<file path="config.mk">
export PLATFORM = sky130hd
export DESIGN_NAME = dmb_mode_burst
export DESIGN_NICKNAME = d
export VERILOG_FILES = /design/src/dmb_pkg.sv /design/src/dmb_order_if.sv /design/src/dmb_pin_sync.sv /design/src/dmb_burst_order.sv /design/src/dmb_mode_burst.sv
export SDC_FILE = /design/constraint.sdc
export NUM_CORES = 1
export LEC_CHECK = 0
export BUFFER_PORTS_ARGS = -buffer_cell sky130_fd_sc_hd__buf_2
export CORE_MARGIN = 8
export CORE_UTILIZATION = 50
export DETAILED_ROUTE_END_ITERATION = 10
export PLACE_DENSITY_LB_ADDON = 0.12
export SYNTH_ARGS = -nofsm -noshare
export SYNTH_HDL_FRONTEND = slang
export SYNTH_SLANG_ARGS = --single-unit
</file>
<file path="constraint.sdc">
create_clock -name clk -period 8 [get_ports clk]
set_input_delay 0.8 -clock clk [delete_from_list [all_inputs] [get_ports clk]]
set_output_delay 0.8 -clock clk [all_outputs]
set_load 0.02 [all_outputs]
</file>
<file path="src/dmb_pkg.sv">
// Purpose: constants and decoders for the mode register and burst order block
// Assumes: command pins and the link clock are sampled by clk at 100 MHz
// Notes: offsets are byte addresses on the AXI4-Lite register port
// What this block does
// - cas latency comes from mode bits A2 and A4-A6, counted in clock cycles
// - only whole-cycle latencies exist; undefined latency codes are not accepted
// - read data starts additive latency plus cas latency cycles after the read
// - bit A3 low picks sequential order, high picks interleaved order
// - burst length from A0-A1: fixed chop-4, fixed 8, or chosen per command
// - sequential 8-beat reads wrap low two bits within nibble, then other nibble
// - interleaved reads put beat i at start column xor i
// - chop-4 reads send four beats, then float data and strobe drivers
// - 8-beat writes store columns 0-7; chop-4 writes use only A2 for the half
// - fixed chop-4 pulls the write recovery reference two clocks earlier
// - dll reset bit clears itself once the reset has been performed
// - write recovery field A9-A11 plus precharge time gives auto-precharge delay
// - A12 low freezes the dll in precharge power-down, slow exit
// - A12 high keeps the dll running in precharge power-down, fast exit
// - mode set with BA0 high, BA1 and BA2 low loads the second mode register
// - mode set with all bank bits low loads the first mode register
package dmb_pkg;
    localparam logic [7:0] ADDR_MR0 = 8'h00;
    localparam logic [7:0] ADDR_MR1 = 8'h04;
    localparam logic [7:0] ADDR_STATUS = 8'h08;
    localparam logic [7:0] ADDR_DLLCYC = 8'h0C;
    localparam logic [1:0] RESP_OKAY = 2'h0;
    localparam logic [1:0] RESP_DECERR = 2'h3;
    localparam int ADDR_W = 14;
    localparam int BT_POS = 3;
    localparam int TM_POS = 7;
    localparam int DLLRST_POS = 8;
    localparam int PD_POS = 12;
    localparam int OTF_POS = 12;
    localparam int QOFF_POS = 12;
    localparam logic [1:0] BL_FIX8 = 2'h0;
    localparam logic [1:0] BL_OTF = 2'h1;
    localparam logic [1:0] BL_FIX4 = 2'h2;
    localparam logic [13:0] MR_RESET = 14'h0000;
    localparam logic [15:0] DLLCYC_RESET = 16'h0200;
    localparam logic [4:0] CL_RESET = 5'h05;
    localparam logic [4:0] CWL_CYC = 5'h05;
    localparam logic [5:0] RP_CYC = 6'h0B;
    localparam logic [4:0] BURST_CK = 5'h04;
    localparam logic [4:0] BC4_PULL = 5'h02;
    // code is {A6,A5,A4,A2}; zero marks a reserved code
    function automatic logic [4:0] clDecode(input logic [3:0] code);
        logic [4:0] v;
        v = 5'h00;
        if (!code[0] && code[3:1] != 3'h0) begin
            v = 5'(code[3:1]) + 5'h04;
        end else if (code[0] && code[3:1] <= 3'h2) begin
            v = 5'(code[3:1]) + 5'h0C;
        end
        return v;
    endfunction
    function automatic logic [4:0] wrDecode(input logic [2:0] code);
        logic [4:0] v;
        v = 5'h10;
        if (code != 3'h0 && code <= 3'h4) begin
            v = 5'(code) + 5'h04;
        end else if (code > 3'h4) begin
            v = 5'({code, 1'b0}) - 5'h00;
        end
        return v;
    endfunction
endpackage

</file>
<file path="src/dmb_order_if.sv">
`timescale 1ns/1ns
// Purpose: carries one beat lookup between an engine and the order calculator
// Assumes: purely combinational lookup
// Notes: one instance per engine
interface dmb_order_if;
    logic [2:0] startCol;
    logic [2:0] beatIdx;
    logic interleave;
    logic isWrite;
    logic chop;
    logic [2:0] col;
    modport user (output startCol, beatIdx, interleave, isWrite, chop, input col);
    modport calc (input startCol, beatIdx, interleave, isWrite, chop, output col);
endinterface

</file>
<file path="src/dmb_pin_sync.sv">
`timescale 1ns/1ns
// Purpose: three-stage synchroniser for pins from outside the clk domain
// Assumes: inputs are asynchronous to clk
// Notes: stage one is read only by stage two
module dmb_pin_sync #(
    parameter int W = 1
) (
    input wire logic clk,
    input wire logic rst,
    input wire logic [W-1:0] pinIn,
    output logic [W-1:0] midQ,
    output logic [W-1:0] lastQ
);
    logic [W-1:0] firstQ;
    genvar gi;
    generate
        for (gi = 0; gi < W; gi++) begin : g_bit
            always_ff @(posedge clk or posedge rst) begin
                if (rst) begin
                    firstQ[gi] <= 1'b0;
                    midQ[gi] <= 1'b0;
                    lastQ[gi] <= 1'b0;
                end else begin
                    firstQ[gi] <= pinIn[gi];
                    midQ[gi] <= firstQ[gi];
                    lastQ[gi] <= midQ[gi];
                end
            end
        end
    endgenerate
endmodule

</file>
<file path="src/dmb_burst_order.sv">
`timescale 1ns/1ns
// Purpose: column of one beat within a burst
// Assumes: beat index 0..7
// Notes: chop-4 beats 4-7 still get a column; callers blank them
module dmb_burst_order (
    dmb_order_if.calc ord
);
    always_comb begin
        if (ord.isWrite) begin
            if (ord.chop) begin
                ord.col = {ord.startCol[2], ord.beatIdx[1:0]};
            end else begin
                ord.col = ord.beatIdx;
            end
        end else if (ord.interleave) begin
            ord.col = ord.startCol ^ ord.beatIdx;
        end else begin
            ord.col = {ord.startCol[2] ^ ord.beatIdx[2],
                       2'(ord.startCol[1:0] + ord.beatIdx[1:0])};
        end
    end
endmodule

</file>
<file path="src/dmb_mode_burst.sv">
`timescale 1ns/1ns
// Purpose: mode register decode, read and write burst sequencing
// Assumes: link clock well below clk/4, sampled and edge detected here
// Notes: one read and one write tracked at a time; a second is ignored
module dmb_mode_burst (
    input wire logic clk,
    input wire logic rst,
    input wire logic ckPin,
    input wire logic ckeIn,
    input wire logic csN,
    input wire logic rasN,
    input wire logic casN,
    input wire logic weN,
    input wire logic [2:0] baIn,
    input wire logic [13:0] addrIn,
    input wire logic [7:0] s_axi_awaddr,
    input wire logic s_axi_awvalid,
    output logic s_axi_awready,
    input wire logic [31:0] s_axi_wdata,
    input wire logic [3:0] s_axi_wstrb,
    input wire logic s_axi_wvalid,
    output logic s_axi_wready,
    output logic [1:0] s_axi_bresp,
    output logic s_axi_bvalid,
    input wire logic s_axi_bready,
    input wire logic [7:0] s_axi_araddr,
    input wire logic s_axi_arvalid,
    output logic s_axi_arready,
    output logic [31:0] s_axi_rdata,
    output logic [1:0] s_axi_rresp,
    output logic s_axi_rvalid,
    input wire logic s_axi_rready,
    output logic [2:0] rdColOut,
    output logic rdBeatValid,
    output logic dqOe,
    output logic dqsOe,
    output logic [2:0] wrColOut,
    output logic wrBeatValid,
    output logic wrRefPulse,
    output logic [5:0] dalCycles,
    output logic dllLocking,
    output logic dllFrozen,
    output logic testMode
);
    localparam int SW = 23;
    typedef enum logic [1:0] {
        ST_IDLE = 2'b00,
        ST_WAIT = 2'b01,
        ST_BURST = 2'b10
    } dmb_burst_e;
    logic [SW-1:0] pinMid;
    logic [SW-1:0] pinLast;
    logic ckLvl_reg;
    logic ckRise;
    logic ckFall;
    logic cmdSel;
    logic cmdMrs;
    logic cmdRead;
    logic cmdWrite;
    logic ckeSync;
    logic [2:0] baSync;
    logic [13:0] aSync;
    logic [13:0] mr0_reg;
    logic [13:0] mr1_reg;
    logic [4:0] cl_reg;
    logic [4:0] alVal;
    logic [4:0] rl;
    logic [4:0] wl;
    logic [15:0] dllCyc_reg;
    logic [15:0] dllCnt_reg;
    logic pd_reg;
    dmb_burst_e rdState_reg;
    logic [4:0] rdCnt_reg;
    logic [2:0] rdIdx_reg;
    logic [2:0] rdStart_reg;
    logic rdChop_reg;
    dmb_burst_e wrState_reg;
    logic [4:0] wrCnt_reg;
    logic [2:0] wrIdx_reg;
    logic [2:0] wrStart_reg;
    logic wrChop_reg;
    logic refArm_reg;
    logic [4:0] refCnt_reg;
    logic [4:0] refAt_reg;
    logic cmdChop;
    logic wrEn;
    logic [31:0] statusWord;

    dmb_pin_sync #(.W(SW)) u_sync (
        .clk(clk),
        .rst(rst),
        .pinIn({ckPin, ckeIn, csN, rasN, casN, weN, baIn, addrIn}),
        .midQ(pinMid),
        .lastQ(pinLast)
    );

    // a clock level counts only once two stages agree
    always_ff @(posedge clk or posedge rst) begin
        if (rst) begin
            ckLvl_reg <= 1'b0;
        end else if (pinMid[SW-1] == pinLast[SW-1]) begin
            ckLvl_reg <= pinLast[SW-1];
        end
    end
    assign ckRise = !ckLvl_reg && pinMid[SW-1] && pinLast[SW-1];
    assign ckFall = ckLvl_reg && !pinMid[SW-1] && !pinLast[SW-1];
    assign ckeSync = pinLast[SW-2];
    assign baSync = pinLast[16:14];
    assign aSync = pinLast[13:0];
    assign cmdSel = ckRise && ckeSync && !pinLast[20];
    assign cmdMrs = cmdSel && !pinLast[19] && !pinLast[18] && !pinLast[17];
    assign cmdRead = cmdSel && pinLast[19] && !pinLast[18] && pinLast[17];
    assign cmdWrite = cmdSel && pinLast[19] && !pinLast[18] && !pinLast[17];
    // chop chosen per command only in on-the-fly mode
    assign cmdChop = (mr0_reg[1:0] == dmb_pkg::BL_OTF) ? !aSync[dmb_pkg::OTF_POS] :
                     (mr0_reg[1:0] == dmb_pkg::BL_FIX4);

    // mode registers; dll reset bit cleared by hardware, a new set wins
    always_ff @(posedge clk or posedge rst) begin
        if (rst) begin
            mr0_reg <= dmb_pkg::MR_RESET;
        end else if (cmdMrs && baSync == 3'h0) begin
            mr0_reg <= aSync;
        end else if (dllCnt_reg == 16'h0001) begin
            mr0_reg[dmb_pkg::DLLRST_POS] <= 1'b0;
        end
    end
    always_ff @(posedge clk or posedge rst) begin
        if (rst) begin
            mr1_reg <= dmb_pkg::MR_RESET;
        end else if (cmdMrs && baSync == 3'h1) begin
            mr1_reg <= aSync;
        end
    end
    // reserved latency codes keep the previous setting
    always_ff @(posedge clk or posedge rst) begin
        if (rst) begin
            cl_reg <= dmb_pkg::CL_RESET;
        end else if (cmdMrs && baSync == 3'h0 &&
                     dmb_pkg::clDecode({aSync[6:4], aSync[2]}) != 5'h00) begin
            cl_reg <= dmb_pkg::clDecode({aSync[6:4], aSync[2]});
        end
    end
    always_comb begin
        case (mr1_reg[4:3])
            2'h1: alVal = cl_reg - 5'h01;
            2'h2: alVal = cl_reg - 5'h02;
            default: alVal = 5'h00;
        endcase
    end
    assign rl = alVal + cl_reg;
    assign wl = alVal + dmb_pkg::CWL_CYC;

    // dll reset runs for a software set number of clk cycles
    always_ff @(posedge clk or posedge rst) begin
        if (rst) begin
            dllCnt_reg <= 16'h0000;
        end else if (cmdMrs && baSync == 3'h0 && aSync[dmb_pkg::DLLRST_POS]) begin
            dllCnt_reg <= (dllCyc_reg == 16'h0000) ? 16'h0001 : dllCyc_reg;
        end else if (dllCnt_reg != 16'h0000) begin
            dllCnt_reg <= dllCnt_reg - 16'h0001;
        end
    end
    assign dllLocking = mr0_reg[dmb_pkg::DLLRST_POS];

    // precharge power-down entered when cke low with both engines idle
    always_ff @(posedge clk or posedge rst) begin
        if (rst) begin
            pd_reg <= 1'b0;
        end else if (ckRise) begin
            pd_reg <= !ckeSync && rdState_reg == ST_IDLE && wrState_reg == ST_IDLE;
        end
    end
    assign dllFrozen = pd_reg && !mr0_reg[dmb_pkg::PD_POS];
    assign testMode = mr0_reg[dmb_pkg::TM_POS];
    assign dalCycles = 6'(dmb_pkg::wrDecode(mr0_reg[11:9])) + dmb_pkg::RP_CYC;

    // read engine: latency counted on link rises, beats on both edges
    always_ff @(posedge clk or posedge rst) begin
        if (rst) begin
            rdState_reg <= ST_IDLE;
            rdCnt_reg <= 5'h00;
            rdIdx_reg <= 3'h0;
            rdStart_reg <= 3'h0;
            rdChop_reg <= 1'b0;
        end else begin
            case (rdState_reg)
                ST_IDLE: begin
                    if (cmdRead) begin
                        rdState_reg <= ST_WAIT;
                        rdCnt_reg <= 5'h00;
                        rdStart_reg <= aSync[2:0];
                        rdChop_reg <= cmdChop;
                    end
                end
                ST_WAIT: begin
                    if (ckRise) begin
                        if (rdCnt_reg + 5'h01 >= rl) begin
                            rdState_reg <= ST_BURST;
                            rdIdx_reg <= 3'h0;
                        end else begin
                            rdCnt_reg <= rdCnt_reg + 5'h01;
                        end
                    end
                end
                ST_BURST: begin
                    if (ckRise || ckFall) begin
                        rdIdx_reg <= rdIdx_reg + 3'h1;
                        if (rdIdx_reg == 3'h7) begin
                            rdState_reg <= ST_IDLE;
                        end
                    end
                end
                default: rdState_reg <= ST_IDLE;
            endcase
        end
    end

    dmb_order_if rdOrd();
    assign rdOrd.startCol = rdStart_reg;
    assign rdOrd.beatIdx = rdIdx_reg;
    assign rdOrd.interleave = mr0_reg[dmb_pkg::BT_POS];
    assign rdOrd.isWrite = 1'b0;
    assign rdOrd.chop = rdChop_reg;
    dmb_burst_order u_rdOrd (
        .ord(rdOrd.calc)
    );

    // output disable also floats the drivers
    always_ff @(posedge clk or posedge rst) begin
        if (rst) begin
            rdColOut <= 3'h0;
            rdBeatValid <= 1'b0;
            dqOe <= 1'b0;
            dqsOe <= 1'b0;
        end else begin
            rdColOut <= rdOrd.col;
            rdBeatValid <= rdState_reg == ST_BURST && !(rdChop_reg && rdIdx_reg[2]);
            dqOe <= rdState_reg == ST_BURST && !(rdChop_reg && rdIdx_reg[2]) &&
                    !mr1_reg[dmb_pkg::QOFF_POS];
            dqsOe <= rdState_reg == ST_BURST && !(rdChop_reg && rdIdx_reg[2]) &&
                     !mr1_reg[dmb_pkg::QOFF_POS];
        end
    end

    // write engine mirrors the read engine on the write latency
    always_ff @(posedge clk or posedge rst) begin
        if (rst) begin
            wrState_reg <= ST_IDLE;
            wrCnt_reg <= 5'h00;
            wrIdx_reg <= 3'h0;
            wrStart_reg <= 3'h0;
            wrChop_reg <= 1'b0;
        end else begin
            case (wrState_reg)
                ST_IDLE: begin
                    if (cmdWrite) begin
                        wrState_reg <= ST_WAIT;
                        wrCnt_reg <= 5'h00;
                        wrStart_reg <= aSync[2:0];
                        wrChop_reg <= cmdChop;
                    end
                end
                ST_WAIT: begin
                    if (ckRise) begin
                        if (wrCnt_reg + 5'h01 >= wl) begin
                            wrState_reg <= ST_BURST;
                            wrIdx_reg <= 3'h0;
                        end else begin
                            wrCnt_reg <= wrCnt_reg + 5'h01;
                        end
                    end
                end
                ST_BURST: begin
                    if (ckRise || ckFall) begin
                        wrIdx_reg <= wrIdx_reg + 3'h1;
                        if (wrIdx_reg == 3'h7) begin
                            wrState_reg <= ST_IDLE;
                        end
                    end
                end
                default: wrState_reg <= ST_IDLE;
            endcase
        end
    end

    dmb_order_if wrOrd();
    assign wrOrd.startCol = wrStart_reg;
    assign wrOrd.beatIdx = wrIdx_reg;
    assign wrOrd.interleave = mr0_reg[dmb_pkg::BT_POS];
    assign wrOrd.isWrite = 1'b1;
    assign wrOrd.chop = wrChop_reg;
    dmb_burst_order u_wrOrd (
        .ord(wrOrd.calc)
    );

    always_ff @(posedge clk or posedge rst) begin
        if (rst) begin
            wrColOut <= 3'h0;
            wrBeatValid <= 1'b0;
        end else begin
            wrColOut <= wrOrd.col;
            wrBeatValid <= wrState_reg == ST_BURST && !(wrChop_reg && wrIdx_reg[2]);
        end
    end

    // recovery reference: end of burst, two clocks sooner for fixed chop-4
    always_ff @(posedge clk or posedge rst) begin
        if (rst) begin
            refArm_reg <= 1'b0;
            refCnt_reg <= 5'h00;
            refAt_reg <= 5'h00;
            wrRefPulse <= 1'b0;
        end else begin
            wrRefPulse <= 1'b0;
            if (cmdWrite && wrState_reg == ST_IDLE) begin
                refArm_reg <= 1'b1;
                refCnt_reg <= 5'h00;
                refAt_reg <= (mr0_reg[1:0] == dmb_pkg::BL_FIX4) ?
                             wl + dmb_pkg::BURST_CK - dmb_pkg::BC4_PULL :
                             wl + dmb_pkg::BURST_CK;
            end else if (refArm_reg && ckRise) begin
                refCnt_reg <= refCnt_reg + 5'h01;
                if (refCnt_reg + 5'h01 == refAt_reg) begin
                    wrRefPulse <= 1'b1;
                    refArm_reg <= 1'b0;
                end
            end
        end
    end

    // register port: write address and data taken together
    assign wrEn = s_axi_awvalid && s_axi_wvalid && !s_axi_bvalid;
    assign s_axi_awready = wrEn;
    assign s_axi_wready = wrEn;
    assign s_axi_arready = !s_axi_rvalid;
    always_ff @(posedge clk or posedge rst) begin
        if (rst) begin
            dllCyc_reg <= dmb_pkg::DLLCYC_RESET;
        end else if (wrEn && s_axi_awaddr == dmb_pkg::ADDR_DLLCYC) begin
            if (s_axi_wstrb[0]) begin
                dllCyc_reg[7:0] <= s_axi_wdata[7:0];
            end
            if (s_axi_wstrb[1]) begin
                dllCyc_reg[15:8] <= s_axi_wdata[15:8];
            end
        end
    end
    // read-only registers accept writes silently; unmapped answers decode error
    always_ff @(posedge clk or posedge rst) begin
        if (rst) begin
            s_axi_bvalid <= 1'b0;
            s_axi_bresp <= dmb_pkg::RESP_OKAY;
        end else if (wrEn) begin
            s_axi_bvalid <= 1'b1;
            s_axi_bresp <= (s_axi_awaddr[7:4] == 4'h0 && s_axi_awaddr[1:0] == 2'h0) ?
                           dmb_pkg::RESP_OKAY : dmb_pkg::RESP_DECERR;
        end else if (s_axi_bready) begin
            s_axi_bvalid <= 1'b0;
        end
    end
    assign statusWord = {27'h000_0000, testMode, dllFrozen,
                         wrState_reg != ST_IDLE, rdState_reg != ST_IDLE, dllLocking};
    always_ff @(posedge clk or posedge rst) begin
        if (rst) begin
            s_axi_rvalid <= 1'b0;
            s_axi_rdata <= 32'h0000_0000;
            s_axi_rresp <= dmb_pkg::RESP_OKAY;
        end else if (s_axi_arvalid && !s_axi_rvalid) begin
            s_axi_rvalid <= 1'b1;
            s_axi_rresp <= dmb_pkg::RESP_OKAY;
            case (s_axi_araddr)
                dmb_pkg::ADDR_MR0: s_axi_rdata <= {18'h0_0000, mr0_reg};
                dmb_pkg::ADDR_MR1: s_axi_rdata <= {18'h0_0000, mr1_reg};
                dmb_pkg::ADDR_STATUS: s_axi_rdata <= statusWord;
                dmb_pkg::ADDR_DLLCYC: s_axi_rdata <= {16'h0000, dllCyc_reg};
                default: begin
                    s_axi_rdata <= 32'h0000_0000;
                    s_axi_rresp <= dmb_pkg::RESP_DECERR;
                end
            endcase
        end else if (s_axi_rready) begin
            s_axi_rvalid <= 1'b0;
        end
    end
endmodule

</file>
### After elaboration in Yosys (flattened, before gate mapping)

Cells that the tools add are included.

| operators by class | value |
|---|---|
| order comparisons | 5 |
| reductions and logical operators | 87 |
| mux-type cells | 57 |
| equal/unequal tests | 30 |
| add/sub/neg operators | 17 |
| bitwise operators | 2 |

Operator list:

| kind | count |
|---|---|
| 5-bit 2-to-1 mux | 13 |
| 16-bit case mux with 4 select lines | 1 |
| 16-bit 2-to-1 mux | 3 |
| 1-bit logical AND | 35 |
| 5-bit case mux with 2 select lines | 3 |
| 8-bit by 4-bit == test with 1-bit output, second input constant | 3 |
| 2-bit 2-to-1 mux | 12 |
| 3-bit 2-to-1 mux | 8 |
| 2-bit != test, second input constant | 12 |
| 2-bit nonzero test | 12 |
| 16-bit by 1-bit == test with 1-bit output, second input constant | 1 |
| 1-bit logical NOT | 16 |
| 16-bit logical NOT | 1 |
| 4-bit AND reduction | 4 |
| 16-bit nonzero test | 1 |
| 16-bit by 1-bit subtractor with 16-bit output, second input constant | 1 |
| 5-bit by 1-bit adder with 5-bit output, second input constant | 3 |
| 1-bit 2-to-1 mux | 13 |
| 2-bit case mux with 3 select lines | 2 |
| 3-bit case mux with 2 select lines | 2 |
| 5-bit by 3-bit adder with 5-bit output, second input constant | 2 |
| 5-bit >= comparator | 2 |
| 2-bit AND reduction | 5 |
| 5-bit AND reduction | 2 |
| 28 further kinds | 41 |

| storage, ports and cells | value |
|---|---|
| input port bits | 82 |
| flip-flop bits (word level) | 223 |
| output and inout bits | 61 |
| logic and storage cells | 300 |

### Depth between registers and ports, before layout

| depth | value |
|---|---|
| word-level depth | 11 |
| mapped depth | 16 |
| gate-level depth less buffers | 16 |

### Modules after synthesis

From an unflattened synthesis, not the netlist that was laid out.

| unflattened totals | value |
|---|---|
| cell total of the unflattened synthesis | 814 |
| area, all modules | 9305.2 um^2 |

Modules (own cells, without submodules):

| module | instances | area an instance (um^2) | sequential area each (um^2) | cells each |
|---|---|---|---|---|
| dmb_mode_burst | 1 | 7387.1 | 3407.0 | 722 |
| dmb_pin_sync | 1 | 1730.4 | 1726.7 | 70 |
| dmb_burst_order | 2 | 93.8 | 0.0 | 11 |

### Worst setup path after synthesis

OpenSTA, ideal clock, no wires.

| timing path | value |
|---|---|
| path type | flip-flop to flip-flop |
| start point | reg cl_reg[0] |
| end point | reg rdCnt_reg[0] |
| cell stages (with the launch flop) | 17 |
| data required time | 7.875 ns |
| period minus slack after synthesis | 3.474 ns |
| arrival | 3.349 ns |
| setup slack | 4.526 ns |
| buffers on the path | 0 |
| library setup time | 0.125 ns |
| cells stage by stage | dfstp_2 > inv_1 > ha_1 > xor2_1 > a21oi_1 > nor2_1 > ha_1 > a21o_1 > a21oi_1 > xnor2_1 > xnor2_1 > ha_1 > or3_1 > nor2_1 > o21ai_0 > o211ai_2 > mux2_2 |

| between the ends | value |
|---|---|
| cells in the longest elaborated chain, start to end | 6 |
| elaborated cells on any way between the ends | 7 |
| those cells by class | 3 x add/sub; 1 x order compare; 1 x eq/ne; 1 x mux; 1 x reduce/logical |

RTL lines:

| what | RTL line | RTL |
|---|---|---|
| start: declaration | dmb_mode_burst.sv:65 | `logic [4:0] cl_reg;` |
| start signal: assignment | dmb_mode_burst.sv:138 | `cl_reg <= dmb_pkg::CL_RESET;` |
| start signal: assignment | dmb_mode_burst.sv:141 | `cl_reg <= dmb_pkg::clDecode({aSync[6:4], aSync[2]});` |
| 5-bit by 2-bit subtractor with 5-bit output / 5-bit by 1-bit subtractor with 5-bit output (equally long branches) | dmb_mode_burst.sv:147, dmb_mode_burst.sv:146 |  |
| 5-bit case mux with 2 select lines | dmb_mode_burst.sv:145 | `case (mr1_reg[4:3])` |
| 5-bit adder (*) | dmb_mode_burst.sv:151 | `assign rl = alVal + cl_reg;` |
| 5-bit >= comparator (*) | dmb_mode_burst.sv:198 | `if (rdCnt_reg + 5'h01 >= rl) begin` |
| 2-bit != test (no source line) (*) | -- |  |
| 4-bit AND reduction (no source line) (*) | -- |  |
| end signal: assignment | dmb_mode_burst.sv:202 | `rdCnt_reg <= rdCnt_reg + 5'h01;` |
| end: declaration | dmb_mode_burst.sv:73 | `logic [4:0] rdCnt_reg;` |

Every way passes the cells marked *; elsewhere a longest branch is shown, timed or not.
A chain may end at the register's enable or synchronous reset.

### Worst setup path in the final report

Ends and elaborated chain as after synthesis.

==> run metrics <==
CTS tree=done; Least-Margin Pin Slew=approximately 0.95 ns; worst r2r src=cl_reg[0]$_DFFE_PP1P_; core area=~18,000 µm²; Synth Area in Simple Gates=roughly an eighth; Max Cap Viol=0; Yosys reg bits=between 200 and 250; GP Congestion=approximately 0.87; Hold-fix buffers, CTS=0; placed cells=~1,100; total number of yosys warnings=0; Initial Utilization=between 50 and 60%; Max Fclk=~260 MHz; Pre-Repair DR Iteration Count=5; LEAKAGE=around 5.1 nW; final std cells w/o fill=roughly 1,200; Die X=around 150 µm; Worst IR Drop VDD=~0.18 mV; count of cell types in the netlist=61; Slew HR=a little over a third; hold worst-path end=u_sync.lastQ[19]$_DFF_PP0_; RSZ-0062 raised after global routing=no; period utilization=48.9%; Compound-Gate Fraction of Synth Area=8.62%; largest family of logic cells by synthesized area=simple AND/OR/NAND/NOR gates; antenna violations before repair=0; first-pass GRT wire length=roughly 33 mm; Yosys top cell by area=dfrtp_1; Vias=between 6,000 and 7,000; CTS clk-pin slew, worst paths=0.06 ns; worst skew pair latency=0.50 ns; WL/cell=approximately 17 µm; fin. max-slew vios=0; Port Buffers=between 100 and 150; Layout Area Growth over Synthesis=15.7%; R2R setup slack=just over 4 ns; FF-to-FF End=rdCnt_reg[0]$_DFFE_PP0P_; worst clock skew=around 0.018 ns; H-tree level count=1; sequential cell area fraction in the yosys report=approximately 56%; most common cell after layout, fill and taps aside=dfrtp_1; worst-path fanout max=7; die height=between 150 and 200 µm; First DRT Iteration DRCs=between 200 and 300; Worst Hold Depth=0; Final Hold Fails=0; asr flop ratio synth=100%; n_diodes=0; grt total ovfl=0; share of the synthesized area in the top cell type=between 50% and 60%; Syn Inst Count=812; minimum clock period=slightly below 4 ns; crit end category=flop; Top Registers=u_sync.firstQ (23), u_sync.lastQ (23), u_sync.midQ (23); post-synthesis mux area share=between 10% and 20%; Post-Synth Adder-Cell Area=about 5.0%; Synth Area in XOR/XNOR=3.93%; clock root buffer=clkbuf_16; CP Class=reg -> reg; Ports=143; PD cells=245 nW/µm²; Hold Crit Start=u_sync.midQ[19]$_DFF_PP0_; Data arrival, critical path=roughly 4.3 ns; Vias/cell=between 5 and 6; top_reg_cell synth=dfrtp_1; final setup vio count=0; Tot GR Track Use=about 18%; die area=22,900 µm²; status=finished, final reports clean; Synth area leaders=dfrtp_1, mux2_2, ha_1; drt total wl=~20 mm; Worst Path Required=between 8 and 9 ns; final total power=~2.6 mW; syn_area_per_cell=11.3 µm²; most frequent cells in the layout=dfrtp_1, buf_2, nand2_1; DR DRC count=0; Routed Antenna Nets=0; min-delay worst type=reg -> reg; vias in the first global route=6,529; DP HPWL=roughly 14 mm; largest net degree at the start of global routing=130; share of cells above drive strength 1=between 20% and 30%; Nets=between 1,000 and 1,500; clk sinks=203; cell row count=49; Num CTS Buffers=22; EDFF count, synth=0; reg2reg path depth=16; CTS max path bufs=3; setup TNS=0 ns; crit start category=flop; CTS resizes=0; Synth Cell Area=~9100 µm²; # Post-CTS Setup Buffers=0
[cells in the mapped netlist (19+ instances only)]
| master | number |
|---|---|
| a21oi_1 | 43 |
| buf_4 | 20 |
| mux2_2 | 57 |
| nor2_1 | 53 |
| mux2i_1 | 21 |
| nand2_1 | 84 |
| ha_1 | 34 |
| o21ai_0 | 54 |
| dfrtp_1 | 200 |
| inv_1 | 42 |
| xnor2_1 | 28 |
| nand3_1 | 19 |
[worst max-delay path, stage by stage (launching register included)]
cell      delay (ns)
dfstp_2         0.59
inv_1           0.09
ha_1            0.24
xor2_1          0.16
a21oi_1         0.26
nor2_1          0.13
ha_1            0.34
a21o_1          0.20
a21oi_1         0.17
xnor2_1         0.16
xnor2_1         0.09
ha_1            0.19
or3_1           0.40
nor2_1          0.09
o21ai_0         0.11
o211ai_2        0.18
mux2_2          0.38
[through the flow]
| stage | setup WS (ns) | hold slack [ns] | instance area, µm² | utilization, % |
|---|---|---|---|---|
| after CTS | 4.09 | 0.341 | 10600 | 58.9 |
| final | 4.09 | 0.337 | 10600 | 58.9 |
| after floorplan | 1.67 | 0.331 | 9200 | - |
| after global placement | 4.30 | 0.332 | 9820 | 54.7 |
| after detailed placement | 4.14 | 0.335 | 9820 | 54.7 |
| after global routing | 3.88 | 0.350 | 10600 | 58.9 |
[layer usage]
layer	vias up	track usage, %	routed length [µm]
li1	2974	-	-
met2	174	28.7	9490
met3	32	2.93	1200
met5	-	0	0
met1	3091	23.6	8820
met4	0	5.69	425
[how the worst max path moves through the flow]
stage	slack, ns	end	cells after the start	startpoint
floorplan	1.67	ckLvl_reg$_DFFE_PP0N_	1	rst
global placement	4.30	rdCnt_reg[0]$_DFFE_PP0P_	16	cl_reg[2]$_DFFE_PP1P_
detailed placement	4.14	rdCnt_reg[0]$_DFFE_PP0P_	16	cl_reg[2]$_DFFE_PP1P_
CTS	4.09	rdCnt_reg[0]$_DFFE_PP0P_	16	cl_reg[2]$_DFFE_PP1P_
global route	3.88	rdCnt_reg[0]$_DFFE_PP0P_	16	cl_reg[1]$_DFFE_PP0P_
finish	4.09	rdCnt_reg[0]$_DFFE_PP0P_	16	cl_reg[0]$_DFFE_PP1P_
[kinds of logic after synthesis]
| group | after synthesis |
|---|---|
| XOR/XNOR | 41 |
| buffers and inverters | 82 |
| flip-flops | 203 |
| AO/OA/AOI/OAI | 138 |
| other | 1 |
| multiplexers | 81 |
| AND/OR/NAND/NOR | 230 |
| adder cells (fa/ha/maj) | 36 |
[report_power, final]
| part | internal (mW) | switching (mW) |
|---|---|---|
| Sequential | 1.12 | 0.0814 |
| Combinational | 0.137 | 0.205 |
| Clock | 0.656 | 0.396 |
[layout make-up]
| type | count | area (µm²) |
|---|---|---|
| clock buffer | 29 | 638 |
| clock inverter | 9 | 124 |
| fill | 1506 | 7380 |
| inverter | 42 | 165 |
| multi-input combinational | 542 | 3730 |
| sequential | 203 | 5080 |
| tap | 229 | 287 |
| timing repair buffer | 110 | 556 |
(Power assumes the default switching activity.)
